[src/hdl/twmsp_pkg.sv]
// Package for the two-wire master/slave port: register map, field
// positions, reset values, bit-rate counts, states and the bus carrier.
// Assumes a 25 MHz core clock and a classic Wishbone master outside.
package twmsp_pkg;

  // Core clock and bit rates
  localparam int CLK_KHZ = 25000;
  localparam int RATE_STD_KBPS = 100;
  localparam int RATE_FAST_KBPS = 400;
  localparam int RATE_SLOW_KBPS = 50;
  // Quarter bit periods in core cycles, rounded up so no rate is exceeded
  localparam logic [9:0] QTR_STD =
    10'((CLK_KHZ + 4 * RATE_STD_KBPS - 1) / (4 * RATE_STD_KBPS));
  localparam logic [9:0] QTR_FAST =
    10'((CLK_KHZ + 4 * RATE_FAST_KBPS - 1) / (4 * RATE_FAST_KBPS));
  localparam logic [9:0] QTR_SLOW =
    10'((CLK_KHZ + 4 * RATE_SLOW_KBPS - 1) / (4 * RATE_SLOW_KBPS));
  localparam logic [3:0] BITS_PER_BYTE = 4'h8;

  // Register indices; byte address is four times the index
  localparam logic [5:0] IDX_FLAG4 = 6'h17;
  localparam logic [5:0] IDX_MASK4 = 6'h1E;
  localparam logic [5:0] IDX_CTL1 = 6'h30;
  localparam logic [5:0] IDX_CTL2 = 6'h31;
  localparam logic [5:0] IDX_TSA = 6'h32;
  localparam logic [5:0] IDX_DB = 6'h33;
  localparam logic [5:0] IDX_OWN_LO = 6'h34;
  localparam logic [5:0] IDX_OWN_HI = 6'h35;

  // twowire_control_one fields
  localparam int C1_GO = 7;
  localparam int C1_MS = 6;
  localparam int C1_ISS = 5;
  localparam int C1_STOP = 4;
  localparam int C1_ADDRESS_REG_EMPTY_FLAG = 3;
  localparam int C1_ACK = 2;
  localparam int C1_FULL = 1;
  localparam int C1_EMPTY = 0;
  // twowire_control_two fields
  localparam int C2_BUF = 7;
  localparam int C2_GCE = 6;
  localparam int C2_BUSY = 4;
  localparam int C2_TS1 = 3;
  localparam int C2_TS0 = 2;
  localparam int C2_EN = 0;
  // peripheral_flag_four / peripheral_irq_mask_four fields
  localparam int F_STOP = 2;
  localparam int F_RX = 1;
  localparam int F_TX = 0;

  // Reset values
  localparam logic [7:0] CTL1_RST = 8'h09;
  localparam logic [7:0] CTL2_RST = 8'h00;
  localparam logic [7:0] BYTE_RST = 8'h00;
  localparam logic [2:0] FLAG_RST = 3'h0;
  localparam logic [1:0] OWN_HI_RST = 2'h0;

  // First-byte prefix that marks a ten-bit address
  localparam logic [4:0] TEN_BIT_PREFIX = 5'h1E;

  typedef enum logic [4:0] {
    M_IDLE = 5'h01, M_START = 5'h02, M_XFER = 5'h04,
    M_HOLD = 5'h08, M_STOP = 5'h10
  } twmsp_mstate_t;

  typedef enum logic [5:0] {
    S_IDLE = 6'h01, S_RX = 6'h02, S_ACK = 6'h04,
    S_HOLD = 6'h08, S_TX = 6'h10, S_TXACK = 6'h20
  } twmsp_sstate_t;

  // Wishbone request as one carrier
  typedef struct packed {
    logic cyc;
    logic stb;
    logic we;
    logic [7:0] adr;
    logic [3:0] sel;
    logic [31:0] dat;
  } twmsp_wb_req_t;

endpackage

[src/hdl/twmsp_port.sv]
// Two-wire serial bus controller, master or slave, 7/10-bit addressing.
// Assumes a classic Wishbone master and open-drain pads resolved outside.
`timescale 1ns/10ps

module twmsp_port
  import twmsp_pkg::*;
(
  input wire logic clk_i,
  input wire logic rst_i,
  input wire twmsp_wb_req_t wb_req_i,
  output logic [31:0] wb_dat_o,
  output logic wb_ack_o,
  input wire logic scl_i,
  output logic scl_o,
  output logic scl_oe_n_o,
  input wire logic sda_i,
  output logic sda_o,
  output logic sda_oe_n_o
);

  // Pin synchronisers and glitch filter
  logic [2:0] scl_sync_reg, scl_sync_next, sda_sync_reg, sda_sync_next;
  logic scl_f_reg, scl_f_next, sda_f_reg, sda_f_next;
  logic scl_q_reg, sda_q_reg;

  always_comb begin
    scl_sync_next = {scl_sync_reg[1:0], scl_i};
    sda_sync_next = {sda_sync_reg[1:0], sda_i};
    scl_f_next = (scl_sync_reg[1] == scl_sync_reg[2]) ? scl_sync_reg[2]
                                                       : scl_f_reg;
    sda_f_next = (sda_sync_reg[1] == sda_sync_reg[2]) ? sda_sync_reg[2]
                                                       : sda_f_reg;
  end

  always_ff @(posedge clk_i) begin
    if (rst_i) begin
      scl_sync_reg <= 3'h7;
      sda_sync_reg <= 3'h7;
      scl_f_reg <= 1'b1;
      sda_f_reg <= 1'b1;
      scl_q_reg <= 1'b1;
      sda_q_reg <= 1'b1;
    end else begin
      scl_sync_reg <= scl_sync_next;
      sda_sync_reg <= sda_sync_next;
      scl_f_reg <= scl_f_next;
      sda_f_reg <= sda_f_next;
      scl_q_reg <= scl_f_reg;
      sda_q_reg <= sda_f_reg;
    end
  end

  // Line events seen by every mode
  logic scl_rise, scl_fall, start_det, stop_det;
  assign scl_rise = scl_f_reg & ~scl_q_reg;
  assign scl_fall = ~scl_f_reg & scl_q_reg;
  assign start_det = scl_f_reg & scl_q_reg & sda_q_reg & ~sda_f_reg;
  assign stop_det = scl_f_reg & scl_q_reg & ~sda_q_reg & sda_f_reg;

  // Quarter-bit tick divider
  logic [7:0] ctl1_reg, ctl1_next, ctl2_reg, ctl2_next;
  logic [9:0] qcnt_reg, qcnt_next, qmax;
  logic tick_reg, tick_next;

  always_comb begin
    unique case ({ctl2_reg[C2_TS1], ctl2_reg[C2_TS0]})
      2'b00: qmax = QTR_STD;
      2'b01: qmax = QTR_FAST;
      default: qmax = QTR_SLOW;
    endcase
    if (ctl1_reg[C1_ISS]) begin
      qmax = {qmax[8:0], 1'b0};
    end
    tick_next = 1'b0;
    qcnt_next = qcnt_reg + 10'h001;
    if (qcnt_reg >= qmax - 10'h001) begin
      qcnt_next = 10'h000;
      tick_next = 1'b1;
    end
  end

  always_ff @(posedge clk_i) begin
    if (rst_i) begin
      qcnt_reg <= 10'h000;
      tick_reg <= 1'b0;
    end else begin
      qcnt_reg <= qcnt_next;
      tick_reg <= tick_next;
    end
  end

  // Core registers, bus slave, master and slave engines
  logic [7:0] tsa_reg, tsa_next, db_reg, db_next, own_lo_reg, own_lo_next;
  logic [1:0] own_hi_reg, own_hi_next;
  logic [2:0] flag_reg, flag_next, mask_reg, mask_next;
  logic ack_reg, ack_next;
  logic [31:0] dat_reg, dat_next;
  twmsp_mstate_t m_state_reg, m_state_next;
  twmsp_sstate_t s_state_reg, s_state_next;
  logic [1:0] phase_reg, phase_next;
  logic [3:0] cnt_reg, cnt_next;
  logic [7:0] shift_reg, shift_next;
  logic m_read_reg, m_read_next, m_addr_reg, m_addr_next;
  logic busy_reg, busy_next;
  logic s_adr_reg, s_adr_next, s_tx_reg, s_tx_next;
  logic s_ten_reg, s_ten_next, s_first_reg, s_first_next;
  logic s_evt_reg, s_evt_next;
  logic scl_oe_n_reg, scl_oe_n_next, sda_oe_n_reg, sda_oe_n_next;
  logic pin_lo_reg;

  logic hit, wr, en, ms, adv, rd, shifting, ten, ok;
  logic [7:0] rdat, wdat;
  logic [5:0] idx;

  assign en = ctl2_reg[C2_EN];
  assign ms = ctl1_reg[C1_MS];
  assign rd = m_read_reg & ~m_addr_reg;
  assign adv = tick_reg & ((phase_reg != 2'h2) | scl_f_reg);
  assign shifting = (m_state_reg == M_START) | (m_state_reg == M_XFER) |
                    (m_state_reg == M_STOP) | (s_state_reg == S_RX) |
                    (s_state_reg == S_TX) | (s_state_reg == S_TXACK);
  assign idx = wb_req_i.adr[7:2];
  assign wdat = wb_req_i.dat[7:0];
  assign hit = wb_req_i.cyc & wb_req_i.stb & ~ack_reg;
  assign wr = hit & wb_req_i.we & wb_req_i.sel[0];

  always_comb begin
    ctl1_next = ctl1_reg;
    ctl2_next = ctl2_reg;
    tsa_next = tsa_reg;
    db_next = db_reg;
    own_lo_next = own_lo_reg;
    own_hi_next = own_hi_reg;
    flag_next = flag_reg;
    mask_next = mask_reg;
    m_state_next = m_state_reg;
    s_state_next = s_state_reg;
    phase_next = phase_reg;
    cnt_next = cnt_reg;
    shift_next = shift_reg;
    m_read_next = m_read_reg;
    m_addr_next = m_addr_reg;
    busy_next = busy_reg;
    s_adr_next = s_adr_reg;
    s_tx_next = s_tx_reg;
    s_ten_next = s_ten_reg;
    s_first_next = s_first_reg;
    s_evt_next = s_evt_reg;
    scl_oe_n_next = scl_oe_n_reg;
    sda_oe_n_next = sda_oe_n_reg;
    ten = 1'b0;
    ok = 1'b0;
    // Bus slave: one-cycle answer, unmapped reads zero
    ack_next = hit;
    unique case (idx)
      IDX_FLAG4: rdat = {5'h00, flag_reg};
      IDX_MASK4: rdat = {5'h00, mask_reg};
      IDX_CTL1: rdat = ctl1_reg;
      IDX_CTL2: rdat = ctl2_reg | ({7'h00, shifting} << C2_BUF)
                                | ({7'h00, busy_reg} << C2_BUSY);
      IDX_TSA: rdat = tsa_reg;
      IDX_DB: rdat = db_reg;
      IDX_OWN_LO: rdat = own_lo_reg;
      IDX_OWN_HI: rdat = {6'h00, own_hi_reg};
      default: rdat = 8'h00;
    endcase
    dat_next = hit ? {24'h000000, rdat} : dat_reg;
    if (hit & ~wb_req_i.we & (idx == IDX_DB)) begin
      ctl1_next[C1_FULL] = 1'b0;
    end
    if (wr) begin
      unique case (idx)
        IDX_FLAG4: flag_next = flag_reg & wdat[2:0];
        IDX_MASK4: mask_next = wdat[2:0];
        IDX_CTL1: ctl1_next[7:4] = wdat[7:4];
        IDX_CTL2: begin
          ctl2_next[C2_GCE] = wdat[C2_GCE];
          ctl2_next[C2_TS1] = wdat[C2_TS1];
          ctl2_next[C2_TS0] = wdat[C2_TS0];
          ctl2_next[C2_EN] = wdat[C2_EN];
        end
        IDX_TSA: begin
          tsa_next = wdat;
          ctl1_next[C1_ADDRESS_REG_EMPTY_FLAG] = 1'b0;
        end
        IDX_DB: begin
          db_next = wdat;
          ctl1_next[C1_EMPTY] = 1'b0;
        end
        IDX_OWN_LO: own_lo_next = wdat;
        IDX_OWN_HI: own_hi_next = wdat[1:0];
        default: ;
      endcase
    end
    // Bus busy tracking in every mode
    if (start_det) begin
      busy_next = 1'b1;
    end else if (stop_det) begin
      busy_next = 1'b0;
    end
    if (~en) begin
      m_state_next = M_IDLE;
      s_state_next = S_IDLE;
      s_adr_next = 1'b0;
      scl_oe_n_next = 1'b1;
      sda_oe_n_next = 1'b1;
    end else if (ms) begin
      // Master engine, four quarter phases per bit
      if (adv) begin
        phase_next = phase_reg + 2'h1;
      end
      unique case (m_state_reg)
        M_IDLE: begin
          phase_next = 2'h0;
          if (ctl1_reg[C1_GO] & ~busy_reg) begin
            m_state_next = M_START;
          end
        end
        M_START: if (adv) begin
          unique case (phase_reg)
            2'h0: sda_oe_n_next = 1'b1;
            2'h1: scl_oe_n_next = 1'b1;
            2'h2: sda_oe_n_next = 1'b0;
            default: begin
              scl_oe_n_next = 1'b0;
              m_state_next = M_XFER;
              shift_next = tsa_reg;
              cnt_next = 4'h0;
              m_addr_next = 1'b1;
              ctl1_next[C1_ADDRESS_REG_EMPTY_FLAG] = 1'b1;
            end
          endcase
        end
        M_XFER: if (adv) begin
          unique case (phase_reg)
            2'h0: begin
              if (cnt_reg < BITS_PER_BYTE) begin
                sda_oe_n_next = rd | shift_reg[7];
              end else begin
                sda_oe_n_next = rd ? ctl1_reg[C1_STOP] : 1'b1;
              end
            end
            2'h1: scl_oe_n_next = 1'b1;
            2'h2: begin
              if (cnt_reg < BITS_PER_BYTE) begin
                shift_next = {shift_reg[6:0], sda_f_reg};
              end else if (~rd) begin
                ctl1_next[C1_ACK] = ~sda_f_reg;
              end
            end
            default: begin
              scl_oe_n_next = 1'b0;
              cnt_next = cnt_reg + 4'h1;
              if (cnt_reg == BITS_PER_BYTE) begin
                ctl1_next[C1_GO] = 1'b0;
                if (rd) begin
                  db_next = shift_reg;
                  ctl1_next[C1_FULL] = 1'b1;
                  flag_next[F_RX] = 1'b1;
                end else begin
                  flag_next[F_TX] = 1'b1;
                  ctl1_next[C1_EMPTY] = ~m_addr_reg;
                end
                if (m_addr_reg) begin
                  m_read_next = tsa_reg[0];
                end
                m_addr_next = 1'b0;
                m_state_next = ctl1_reg[C1_STOP] ? M_STOP : M_HOLD;
              end
            end
          endcase
        end
        M_HOLD: begin
          phase_next = 2'h0;
          if (ctl1_reg[C1_GO] & ~ctl1_reg[C1_ADDRESS_REG_EMPTY_FLAG]) begin
            m_state_next = M_START;
          end else if (ctl1_reg[C1_GO]) begin
            m_state_next = M_XFER;
            shift_next = db_reg;
            cnt_next = 4'h0;
          end else if (ctl1_reg[C1_STOP]) begin
            m_state_next = M_STOP;
          end
        end
        default: if (adv) begin
          unique case (phase_reg)
            2'h0: sda_oe_n_next = 1'b0;
            2'h1: scl_oe_n_next = 1'b1;
            2'h2: sda_oe_n_next = 1'b1;
            default: begin
              m_state_next = M_IDLE;
              ctl1_next[C1_STOP] = 1'b0;
              flag_next[F_STOP] = 1'b1;
            end
          endcase
        end
      endcase
    end else begin
      // Slave engine, driven by filtered clock edges
      if (stop_det) begin
        s_state_next = S_IDLE;
        if (s_adr_reg) begin
          flag_next[F_STOP] = 1'b1;
        end
        s_adr_next = 1'b0;
        scl_oe_n_next = 1'b1;
        sda_oe_n_next = 1'b1;
      end else if (start_det) begin
        s_state_next = S_RX;
        cnt_next = 4'h0;
        s_first_next = 1'b1;
        scl_oe_n_next = 1'b1;
        sda_oe_n_next = 1'b1;
      end else begin
        unique case (s_state_reg)
          S_IDLE: ;
          S_RX: begin
            if (scl_rise) begin
              shift_next = {shift_reg[6:0], sda_f_reg};
              cnt_next = cnt_reg + 4'h1;
            end else if (scl_fall & (cnt_reg == BITS_PER_BYTE)) begin
              ten = shift_reg[7:3] == TEN_BIT_PREFIX;
              s_evt_next = 1'b1;
              s_ten_next = 1'b0;
              s_first_next = 1'b0;
              if (s_first_reg & ten & ~shift_reg[0]) begin
                ok = shift_reg[2:1] == own_hi_reg;
                s_ten_next = ok;
                s_evt_next = 1'b0;
                s_adr_next = 1'b0;
              end else if (s_first_reg & ten) begin
                ok = s_adr_reg & (shift_reg[2:1] == own_hi_reg);
                s_adr_next = ok;
                s_tx_next = 1'b1;
              end else if (s_first_reg) begin
                ok = (shift_reg[7:1] == own_lo_reg[6:0]) |
                     (ctl2_reg[C2_GCE] & (shift_reg == 8'h00));
                s_adr_next = ok;
                s_tx_next = shift_reg[0];
              end else if (s_ten_reg) begin
                ok = shift_reg == own_lo_reg;
                s_adr_next = ok;
                s_tx_next = 1'b0;
              end else begin
                ok = s_adr_reg;
              end
              if (ok) begin
                sda_oe_n_next = 1'b0;
                s_state_next = S_ACK;
                if (~s_ten_next & ~s_tx_next) begin
                  db_next = shift_reg;
                  ctl1_next[C1_FULL] = 1'b1;
                end
              end else begin
                s_state_next = S_IDLE;
              end
            end
          end
          S_ACK: if (scl_fall) begin
            sda_oe_n_next = 1'b1;
            cnt_next = 4'h0;
            if (s_evt_reg) begin
              ctl1_next[C1_GO] = 1'b1;
              flag_next[s_tx_reg ? F_TX : F_RX] = 1'b1;
              scl_oe_n_next = 1'b0;
              s_state_next = S_HOLD;
            end else begin
              s_state_next = S_RX;
            end
          end
          S_HOLD: if (~ctl1_reg[C1_GO]) begin
            scl_oe_n_next = 1'b1;
            cnt_next = 4'h0;
            if (s_tx_reg) begin
              shift_next = db_reg;
              sda_oe_n_next = db_reg[7];
              s_state_next = S_TX;
            end else begin
              s_state_next = S_RX;
            end
          end
          S_TX: if (scl_fall) begin
            cnt_next = cnt_reg + 4'h1;
            shift_next = {shift_reg[6:0], 1'b0};
            sda_oe_n_next = (cnt_reg == 4'h7) | shift_reg[6];
            if (cnt_reg == 4'h7) begin
              s_state_next = S_TXACK;
            end
          end
          default: begin
            if (scl_rise) begin
              s_evt_next = ~sda_f_reg;
            end else if (scl_fall) begin
              if (s_evt_reg) begin
                ctl1_next[C1_GO] = 1'b1;
                flag_next[F_TX] = 1'b1;
                scl_oe_n_next = 1'b0;
                s_state_next = S_HOLD;
              end else begin
                s_state_next = S_IDLE;
              end
            end
          end
        endcase
      end
    end
  end

  always_ff @(posedge clk_i) begin
    if (rst_i) begin
      ctl1_reg <= CTL1_RST;
      ctl2_reg <= CTL2_RST;
      tsa_reg <= BYTE_RST;
      db_reg <= BYTE_RST;
      own_lo_reg <= BYTE_RST;
      own_hi_reg <= OWN_HI_RST;
      flag_reg <= FLAG_RST;
      mask_reg <= FLAG_RST;
      ack_reg <= 1'b0;
      dat_reg <= 32'h00000000;
      m_state_reg <= M_IDLE;
      s_state_reg <= S_IDLE;
      phase_reg <= 2'h0;
      cnt_reg <= 4'h0;
      shift_reg <= BYTE_RST;
      m_read_reg <= 1'b0;
      m_addr_reg <= 1'b0;
      busy_reg <= 1'b0;
      s_adr_reg <= 1'b0;
      s_tx_reg <= 1'b0;
      s_ten_reg <= 1'b0;
      s_first_reg <= 1'b0;
      s_evt_reg <= 1'b0;
      scl_oe_n_reg <= 1'b1;
      sda_oe_n_reg <= 1'b1;
      pin_lo_reg <= 1'b0;
    end else begin
      ctl1_reg <= ctl1_next;
      ctl2_reg <= ctl2_next;
      tsa_reg <= tsa_next;
      db_reg <= db_next;
      own_lo_reg <= own_lo_next;
      own_hi_reg <= own_hi_next;
      flag_reg <= flag_next;
      mask_reg <= mask_next;
      ack_reg <= ack_next;
      dat_reg <= dat_next;
      m_state_reg <= m_state_next;
      s_state_reg <= s_state_next;
      phase_reg <= phase_next;
      cnt_reg <= cnt_next;
      shift_reg <= shift_next;
      m_read_reg <= m_read_next;
      m_addr_reg <= m_addr_next;
      busy_reg <= busy_next;
      s_adr_reg <= s_adr_next;
      s_tx_reg <= s_tx_next;
      s_ten_reg <= s_ten_next;
      s_first_reg <= s_first_next;
      s_evt_reg <= s_evt_next;
      scl_oe_n_reg <= scl_oe_n_next;
      sda_oe_n_reg <= sda_oe_n_next;
      pin_lo_reg <= 1'b0;
    end
  end

  // Outputs straight from flops; pads only ever pull low
  assign wb_dat_o = dat_reg;
  assign wb_ack_o = ack_reg;
  assign scl_o = pin_lo_reg;
  assign sda_o = pin_lo_reg;
  assign scl_oe_n_o = scl_oe_n_reg;
  assign sda_oe_n_o = sda_oe_n_reg;
endmodule // twmsp_port

[config.mk]
export PLATFORM = sky130hd
export DESIGN_NAME = twmsp_port
export DESIGN_NICKNAME = d
export VERILOG_FILES = /design/src/hdl/twmsp_pkg.sv /design/src/hdl/twmsp_port.sv
export SDC_FILE = /design/constraint.sdc
export NUM_CORES = 1
export LEC_CHECK = 0
export ABC_AREA = 1
export ABC_CLOCK_PERIOD_IN_PS = 1800
export BUFFER_PORTS_ARGS = -buffer_cell sky130_fd_sc_hd__buf_2
export CAP_MARGIN = 5
export CORE_MARGIN = 2
export CORE_UTILIZATION = 35
export CTS_BUF_LIST = sky130_fd_sc_hd__clkbuf_8
export CTS_CLUSTER_DIAMETER = 80
export DETAILED_ROUTE_END_ITERATION = 8
export HOLD_SLACK_MARGIN = 0.15
export MAX_ROUTING_LAYER = met4
export SLEW_MARGIN = 20
export SYNTH_ARGS = -nofsm -noshare
export SYNTH_HDL_FRONTEND = slang
export SYNTH_SLANG_ARGS = --single-unit
[constraint.sdc]
create_clock -name clk_i -period 1.8 [get_ports clk_i]
set_input_delay 0.18 -clock clk_i [delete_from_list [all_inputs] [get_ports clk_i]]
set_output_delay 0.18 -clock clk_i [all_outputs]
set_load 0.01 [all_outputs]
* After elaboration in Yosys (flattened, before gate mapping)
Index checks and enable logic that the tools add are counted.
** Storage, ports and cells
- Register bits after elaboration :: 109
- Output and inout port bits :: 37
** Operators by class
- $add $sub $neg :: 4
- Magnitude comparators :: 4
- Eq/ne operators :: 86
- Multiplexer cells :: 238
- Bitwise gates (word level) :: 57
- Reductions and logical operators :: 47
** Operators by type and width (count)
- $mux 8 :: 30
- $mux 1 :: 125
- $mux 5 :: 15
- $mux 4 :: 16
- $pmux 8 s8 :: 1
- $mux 6 :: 10
- $pmux 8 s3 :: 2
- $eq 6x6->1 const B :: 7
- $ne 3x3->1 const B :: 12
- $ne 4x4->1 const B :: 9
- $mux 3 :: 11
- $pmux 6 s5 :: 1
- $reduce_and 7->1 :: 4
- $ne 5x5->1 const B :: 5
- $and 1x1->1 :: 23
- $not 1->1 :: 21
- $mux 2 :: 10
- $pmux 5 s4 :: 1
- $reduce_and 10->1 :: 2
- $eq 6x5->1 const B :: 3
- $ne 2x1->1 const B :: 8
- $ne 2x2->1 const B :: 8
- $pmux 1 s2 :: 8
- $pmux 4 s4 :: 1
- 62 further kinds :: 103

* Depth between registers and ports, before layout
Gate-level depths: netlist (run 1).
- Depth in word-level cells :: 22
- Depth in mapped cells :: 16
- Depth with buffers taken out :: 15

* Least setup slack after synthesis (run 1)
No wires, ideal clock.
- Path kind :: register to register
- Start :: register phase_reg[0]
- End :: register db_reg[4]
- Library setup time :: 70 ps
- Arrival time :: 1843 ps
- Setup slack :: -113 ps
- Cell stages (with the launch flop) :: 12
- Path through :: dfxtp_1 > inv_1 > ha_1 > inv_1 > o21ai_1 > nor2_1 > inv_1 > nor2_1 > nand3_1 > nor2_1 > a21oi_1 > a21oi_1
** On the way
- Longest elaborated chain between the ends :: 7
- Elaborated cells on any way between the ends :: 12
- Those cells by class :: eq/ne: 3; mux: 5; bitwise: 2; reduce/logical: 2
** RTL lines
- start: declaration :: line twmsp_port.sv:100 : logic [1:0] phase_reg, phase_next;
- start signal: assignment :: line twmsp_port.sv:450 : phase_reg <= phase_next;
- $eq 2x1->1 (tied with other cells) :: line twmsp_port.sv:235 : unique case (phase_reg)
- $reduce_or 3->1 (no source line) / $or 1x1->1 (equally long branches)
- $mux 8 / $and 1x1->1 (equally long branches) :: line twmsp_port.sv:235, twmsp_port.sv:118
- $mux 8 * :: line twmsp_port.sv:234 : M_XFER: if (adv) begin
- $mux 8 * :: line twmsp_port.sv:212 : unique case (m_state_reg)
- $mux 8 * :: line twmsp_port.sv:207 : end else if (ms) begin
- $mux 8 * :: line twmsp_port.sv:201 : if (~en) begin
- end signal: assignment :: line twmsp_port.sv:441 : db_reg <= db_next;
- end: declaration :: line twmsp_port.sv:93 : logic [7:0] tsa_reg, tsa_next, db_reg, db_next, own_lo_reg, own_lo_next;
Every way passes the cells marked *; elsewhere a longest branch is shown, timed or not.
A chain may end at the register's enable or synchronous reset.

* Worst setup path in the final report (run 1)
- Start :: register m_state_reg[0]
- End :: register db_reg[1]
** On the way
- Longest elaborated chain between the ends :: 4
** RTL lines
- start: declaration :: line twmsp_port.sv:98 : twmsp_mstate_t m_state_reg, m_state_next;
- start signal: assignment :: line twmsp_port.sv:448 : m_state_reg <= m_state_next;
- $eq 5x3->1 :: line twmsp_port.sv:212
- $mux 8 :: line twmsp_port.sv:212
- $mux 8 :: line twmsp_port.sv:207
- $mux 8 :: line twmsp_port.sv:201
Every way passes these cells.

==> metrics list, run 1 <==
- The die covers 0.02002 mm2.
* Cell type of the slowest stage on the worst timing path: dfxtp_2
* Iteration count of the initial detailed-routing pass: 5
- Category of the critical setup timing path: reg -> reg
* Static leakage: 4.157 nW
- At the worst endpoint, the arrival time is 2230 ps.
- Number of nets with antenna violations after routing: 0
* Clock share of power: 0.392
- Height of the chip: 141.5 um
- The later pin in the worst-skew pair is clocked with a latency of 410 ps.
- Wires add up to 24610 um.
- The core region is 0.01864 mm2.
- Per-cell via count in the routed design: 5.206
- Synthesis inferred 109 register bits.
- Floorplan die width: 141.5 um
- Of the total synthesized cell area, the portion taken by AND, OR, NAND and NOR gates is 0.2834.
- Across the run, the number of max-cap violations was 0.
* Clock tree from TritonCTS: done
- Timing analysis after detailed placement gives a worst setup slack of -176.8 ps.
- At the worst endpoint, the required time is 2110 ps.
- On the worst path, the slowest cell contributes a delay of 360 ps.
- H-tree depth: 3
- Peak supply drop: 0.4446 mV
- Count of port buffers added during placement: 32
- Switching component of the power: 0.001116 W
- Launch point of the worst reg-to-reg path: m_state_reg[0]
- Total placed instance area: 0.008242 mm2
- In the synthesized netlist the async set-or-reset flop fraction comes to 0.
- In the final layout, the share of cells above drive strength 1 is 0.3987.
- The number of pins with negative max-slew slack in the final report is 0.
- For this run the aggregate overflow at the end of global routing stands at 0.
- Starting Density: 0.3550
* Root buffer cell: clkbuf_8
- Number of hold violations in the final report: 0
- Layout overhead on the synthesized area: 46.34%
* Min cycle time layout: 1919 ps
- Largest driver fanout on the critical path: 3
- Critical Path, Cell by Cell: nor2_4 -> nand4_4 -> buf_6 -> inv_4 -> nand4_1 -> o31ai_4 -> buf_6 -> nor2_2 -> a21oi_2 -> a21oi_2
- Number of sinks handled by clock tree synthesis: 109
- The sequential cells in the finished layout cover a total of 0.002246 mm2.
- Clock-pin slew of the registers on the worst-case setup and hold paths: 110 ps
- Row count: 50
* Final total negative setup slack: -1743 ps
- Of the synthesized area, sequential elements account for 0.3297.
- The final reports fail on setup timing.
* Largest clock skew in the final design: 15.67 ps
- Initial antenna violation count: 0
* Worst Hold Launch: wb_req_i[40]
- Global router's overall resource usage: 0.2469
* Final estimated routing congestion in global placement: 0.9828
- Unique masters post-synth: 51
- For this block, the via count after detailed routing is 7564.
* Inserted Clock Buffers: 9
- Of the total power, the share spent switching nets is 0.2540.
* Iteration-0 DRC count of the detailed router: 548
- HPWL reported at the end of detailed placement: 18180 um
- Antenna cells: 0
- PnR worst setup slack: -118.6 ps
- Largest register FFs: 10
- Counting the fill cells in the layout gives 1824.
* Largest delay contributor family on the critical path: compound AO/OA/AOI/OAI gates
* Terminating pin of the worst hold path: mask_reg[0]
- In the synthesized netlist the dominant register cell turns out to be dfxtp_1.
- The worst hold path passes through 4 cells.
- In the final design database the tool counted 1284 nets.
- The library cell used most frequently in the layout, excluding fill and tap cells, is buf_4.
* Count of synthesis-stage warnings from yosys: 0
- In the finished design, the share of the clock period the worst path needs comes to 1.066.
- Of the total power, registers draw 0.551.
- Setup slack on the worst reg-to-reg path comes out at -120 ps.
* Cells after synthesis: 983
- Dividing the synthesized area by the synthesized cell count gives 6.732 um2.
- The share of total power dissipated in combinational logic is 0.057.
- Summing all multi-input logic gate instances after layout gives 0.004509 mm2.
- WP buf/inv: 3
- Commonest cells after routing, fill and taps aside: buf_4, nand2_1, inv_1
- Internal power comes to 0.003278 W.
- Transition time at the pin with the least slew margin: 510.9 ps
- CTS Buffer Depth: 2
- In this run the count of I/O pins placed on the die edge is 88.
- Sort of element at the start of the critical path: flop
* Cell area power density: 453.8 mW/mm2
- Capture point of the worst reg-to-reg path: db_reg[1]
* Setup-violating endpoint count in the final report: 30
- The compound-cell area share of the yosys netlist is 0.2240.
- Post-Synthesis Cell Area: 0.006618 mm2
- Share of synthesized area spent on multiplexers: 0
* Outcome: finished with violations
- Layout Cell Area excl Fill: 0.009684 mm2
- Residual DRC count: 0
- Of the total synthesized cell area, the portion taken by full adders, half adders and majority gates is 0.03214.
- Dividing the detail-routed wire length by the instance count gives 16.93 um.
- Worst slew slack as a fraction of its limit: 0.6558
- Based on the critical path, the design can be clocked at up to 521.2 MHz.
* Setup repair after global routing missed its margin: yes
- Entering global routing, the biggest net connects 27 pins.
- Depth of the worst register-to-register path: 10
- The first global-routing pass estimated 37210 um of wire.
- Number of enable flip-flop cells after synthesis: 0
- Of the total synthesized cell area, the portion taken by XOR and XNOR cells is 0.01059.
- The via count of the first global-routing pass came to 6988.
- Dominant combinational cell family by area after synthesis: simple AND/OR/NAND/NOR gates
* Kind of path behind the tightest hold check: in -> reg
* Critical path capture point type: flop
==> cells by family (layout without fill, tap and decap cells) <==
group                      after synthesis  count (layout)
and+or+nand+nor                        407             408
AOI/OAI and AO/OA                      261             261
buffers and inverters                  179             387
DFF                                    109             109
adders and majority gates               17              17
xor gates and xnor gates                 8               8
other                                    2              29
==> stage by stage <==
stage / hold slack (ps) / instances / power (W) / util
2_1_floorplan: 283.8 / 1010 / 0.002650 / -
3_3_place_gp: 366.5 / 1401 / 0.002702 / 0.4421
3_5_place_dp: 367.5 / 1401 / 0.002703 / 0.4421
4_1_cts: 162.3 / 1444 / 0.004413 / 0.4810
5_1_grt: 198.0 / 1453 / 0.004541 / 0.5195
6_report: 171.1 / 1453 / 0.004395 / 0.5195
==> repair_timing <==
action / 4_1_cts / 5_1_grt
cloned: 2 / 0
pin swaps: 34 / 64
hold buffers: 10 / 0
setup buffers: 17 / 12
gates resized for setup: 89 / 180
endpoints found under the hold margin: 25 / 0
endpoints found under the setup margin: 43 / 59
==> worst reg2reg max path, delay by kind of cell (launching register included) <==
kind	cells	cell delay [ps]
buffers and inverters	3	380
AND/OR/NAND/NOR	4	530
flip-flops	1	360
AO/OA/AOI/OAI	3	560
==> routing by layer <==
metal	vias up	track usage	share of wire	routed length [um]
met4	0	0.1084	0.044	1073
met1	3518	0.3105	0.43	10660
met3	72	0.04252	0.063	1538
met2	278	0.3909	0.46	11340
li1	3696	-	-	-
met5	-	-	0	0
==> cell usage after synthesis, types with 5 or more instances <==
master / number / area share
nor2_4: 6 / 0.010
o21ai_0: 89 / 0.067
or2_2: 10 / 0.0095
nand3_1: 38 / 0.029
a21oi_1: 95 / 0.072
nand4_1: 13 / 0.012
nor3_1: 17 / 0.013
inv_2: 19 / 0.011
dfxtp_1: 109 / 0.33
inv_1: 111 / 0.063
nand2_1: 176 / 0.10
o21ai_1: 18 / 0.014
o211ai_1: 12 / 0.014
o22ai_1: 9 / 0.0085
a221oi_1: 9 / 0.012
nor2_1: 120 / 0.068
clkbuf_1: 12 / 0.0068
buf_2: 5 / 0.0038
buf_4: 26 / 0.029
a211oi_1: 7 / 0.0079
ha_1: 17 / 0.032
o31ai_1: 9 / 0.010
==> area by class of cell <==
type	instances	share of cell area
well taps	234	0.03023
repair buffers	241	0.1977
flip-flops and latches	109	0.2319
clock inverters	5	0.008786
inverters	132	0.05297
multi-input cells	723	0.4656
clock buffers	9	0.01279
==> worst max path at each step <==
stage	startpoint	depth (start not counted)	to
floorplan	ctl2_reg[2]	11	qcnt_reg[3]
global placement	shift_reg[6]	13	db_reg[4]
detailed placement	shift_reg[6]	13	db_reg[2]
CTS	own_lo_reg[3]	13	db_reg[3]
global route	s_state_reg[0]	11	shift_reg[5]
finish	m_state_reg[0]	10	db_reg[1]
==> power by group through the flow <==
stage / clock, W / sequential, W / combinational [W]
after floorplan: 0 / 0.00249 / 0.000162
after global placement: 0 / 0.00249 / 0.000213
after detailed placement: 0 / 0.00249 / 0.000213
after CTS: 0.00175 / 0.00243 / 0.000237
after global routing: 0.00184 / 0.00242 / 0.000277
final: 0.00172 / 0.00242 / 0.000252
No activity file was read; power rests on OpenSTA's default activity.
==> run 2, diff against run 1 <==
CELL_PAD_IN_SITES_DETAIL_PLACEMENT = 1   (was default)
CELL_PAD_IN_SITES_GLOBAL_PLACEMENT = 2   (was default)
CORE_UTILIZATION = 30   (was 35)
PLACE_DENSITY_LB_ADDON = 0.1   (was default)
==> run 2 against run 1 <==
The flow still finishes with violations (setup timing). Cell count up 6.3%. Non-clock buffer count up 44. Sequential cell count unchanged. Global-route usage down 0.13 points. Clock power up 2%. Hold slack worse by 17 ps. Core utilization down 4.8 points. Critical path type unchanged. Sequential share of layout area down 1.3 points. Total power up 1.0%. Design area up 5.9%.
==> metrics list, run 2 (same netlist as run 1, synthesis figures left out) <==
* Clock-pin slew of the registers on the worst-case setup and hold paths: 130 ps (+20 ps)
* Share of final-layout standard cells stronger than drive strength 1: 0.4300 (+0.03135)
* Min cycle time layout: 2053 ps (+134.0 ps)
- The placed wire-length estimate after detailed placement is 21640 um (+19%).
- The final core utilization came to 0.4714 (-0.04805).
- Sort of element at the start of the critical path: flop
- Source of the critical timing path: s_state_reg[0]
* Maximum achievable frequency: 487.2 MHz (-6.5%)
- The area growth from synthesis to layout is 54.98%.
- The relative slew slack was 0.6291 (-0.02668).
* Number of hold violations in the final report: 0 (unchanged)
* Required time at the endpoint of the critical path: 2120 ps (about the same)
* Peak supply drop: 0.2643 mV (-41%)
* Final estimated routing congestion in global placement: 0.9002 (-8.4%)
- Net total in the final layout: 1328 (+3.4%)
* Floorplan die width: 152.5 um (+7.8%)
- Row count: 54 (+8.0%)
* Root buffer cell: clkbuf_8
- The buffer levels on the longest clock path was 2 (unchanged).
- The number of DRC violations after detailed-routing iteration 0 is 388 (-29%).
* Critical path depth: 14 (+4)
- The library cells used most frequently in the layout, excluding fill and tap cells, are buf_4, nand2_1, nor2_1.
- Share of the clock period used by the worst path: 1.140 (+0.07443)
- Residual DRC count: 0 (unchanged)
- The most critical setup path has its endpoint at sda_oe_n_o.
- The number of pins with negative max-slew slack in the final report was 0 (unchanged).
* Depth of the worst register-to-register path: 14 (+4)
- The number of violations of the max-capacitance limit is 0 (unchanged).
* Number of global-route vias before repair: 7719 (+10%)
* Antenna cells: 0 (unchanged)
- The cell that appears most often on the critical path is nand2_1.
- Initial antenna violation count: 0 (unchanged)
* Total grt overflow: 0 (unchanged)
* Transition time at the pin with the least slew margin: 555.7 ps (+44.81 ps)
- Largest register FFs: 10 (unchanged)
* Largest delay contributor family on the critical path: simple AND/OR/NAND/NOR gates
- The initial core utilization came to 0.3042 (-0.05079).
* Cell type of the slowest stage on the worst timing path: dfxtp_4
- Number of nets with antenna violations after routing: 0 (unchanged)
* Setup slack, reg-to-reg: -250 ps (-130 ps)
- Clock tree from TritonCTS: done
- Layout filler cell count: 2758 (+51%)
- Category of the critical setup timing path: reg -> reg
- The total number of vias came to 7648 (+1.1%).
* Worst skew pair latency: 430 ps (+20 ps)
* Per-cell via count in the routed design: 4.950 (-4.9%)
- The worst register-to-register path begins at s_state_reg[0].
* Setup repair after global routing missed its margin: yes
- Cell area power density: 432.8 mW/mm2 (-4.6%)
- Worst endpoint data arrival time: 2380 ps (+150 ps)
* Overall die area: 0.02326 mm2 (+16%)
- The quantity of I/O buffers inserted on ports was 32 (unchanged).
- I/O pin count: 88 (unchanged)
- The core area came to 0.02176 mm2 (+17%).
- H-tree depth: 3 (unchanged)
* Violations in the final reports: setup timing
- Power Total: 0.004439 W (+1.0%)
- The total global-route track usage came to 0.2456 (-0.001327).
- The tightest min-delay check is of the in -> reg type.
- Walking the worst path, the cells encountered are nor2_4 -> nand4_4 -> nand2_2 -> nor2_2 -> buf_4 -> buf_4 -> buf_4 -> buf_6 -> nand2_1 -> nand2_1 -> nand2_1 -> nand3_2 -> nand2_1 -> nand3_1.
- Capture point of the worst reg-to-reg path: sda_oe_n_o
- Largest clock skew in the final design: 17.22 ps (+1.547 ps)
* Iteration count of the initial detailed-routing pass: 5 (unchanged)
- Leaving out fill and tap cells, the most frequent cell in the layout is buf_4.
- The die outline height came to 152.5 um (+7.8%).
* Slowest cell delay on critical path: 380 ps (+20 ps)
* Outcome: finished with violations
- WP buf/inv: 4 (+1)
- Static leakage: 4.496 nW (+8.2%)
* PnR worst setup slack: -252.6 ps (-134.0 ps)
- Critical path capture point type: flop
- Setup-violating endpoint count in the final report: 38 (+27%)
- The pin count of the biggest net entering global routing was 41 (+52%).
- The number of clock sinks was 109 (unchanged).
- The maximum net fanout on the critical path is 7 (+4).
- The number of clock buffers inserted by TritonCTS is 9 (unchanged).
- The final wirelength came to 29110 um (+18%).
* Routed WL per cell: 18.84 um (+11%)
- The global-route wire length before repair came to 43490 um (+17%).
==> run 2: changes by cell type in the layout (fill, tap and decap cells not counted), sizes merged <==
cell      change
clkinvlp      -1
buf          +44
inv           +2
bufinv        -1
clkinv        +2
==> run 2: tightest hold or removal path, stage by stage <==
cell and delay, ps:
buf_2 110, nand4_1 120, nor3_1 60, nor2_1 90
==> run 2: power by group <==
part           leakage [nW]  total [W]  internal, W  switching (W)
sequential            0.897    0.00242      0.00241      0.0000125
combinational          3.49   0.000259    0.0000917       0.000167
clock                 0.109    0.00176     0.000682        0.00108
total                  4.50    0.00444      0.00318        0.00126
==> run 2: layout make-up <==
| type | count | area (um2) | share of cell area |
|---|---|---|---|
| multi-input cells | 723 | 4662 | 0.4546 |
| repair buffers | 285 | 2261 | 0.2204 |
| flip-flops and latches | 109 | 2246 | 0.2190 |
| inverters | 132 | 520.5 | 0.05075 |
| well taps | 280 | 350.3 | 0.03416 |
| clock buffers | 9 | 123.9 | 0.01208 |
| clock inverters | 7 | 92.59 | 0.009028 |
==> run 2: metal layers <==
layer / vias to the layer above / track usage / share of wire
li1: 3778 / - / -
met1: 3745 / 0.3175 / 0.47
met2: 100 / 0.4172 / 0.49
met3: 25 / 0.01934 / 0.022
met4: 0 / 0.06305 / 0.017
met5: - / - / 0
==> run 2: how the worst min path moves through the flow <==
| stage | startpoint | endpoint | slack, ps | cells after the start |
|---|---|---|---|---|
| final | wb_req_i[40] | mask_reg[0] | 150 | 4 |
| after floorplan | scl_i | scl_sync_reg[0] | 280 | 1 |
| after global routing | wb_req_i[2] | mask_reg[2] | 170 | 3 |
| after global placement | scl_i | scl_sync_reg[0] | 370 | 2 |
| after CTS | wb_req_i[40] | mask_reg[0] | 160 | 4 |
| after detailed placement | scl_i | scl_sync_reg[0] | 370 | 2 |
==> run 2: metrics by stage <==
| step | hold slack (ps) | setup slack, ps | TNS [ps] | cell area [um2] | instances |
|---|---|---|---|---|---|
| 2_1_floorplan | 283.8 | 25.56 | 0 | 6746 | 1010 |
| 3_3_place_gp | 365.6 | -242.6 | -4969 | 8499 | 1472 |
| 3_5_place_dp | 370.8 | -301.7 | -5724 | 8499 | 1472 |
| 4_1_cts | 163.6 | -152.7 | -2606 | 9460 | 1520 |
| 5_1_grt | 174.0 | -369.0 | -9553 | 10260 | 1545 |
| 6_report | 153.7 | -252.6 | -5525 | 10260 | 1545 |
==> run 2: timing repair <==
action	CTS	global route
gates cloned	1	1
endpoints found under the hold margin	24	0
resized for setup	128	174
pin swaps	48	57
endpoints found under the setup margin	50	56
hold buffers	10	0
setup buffers	23	26
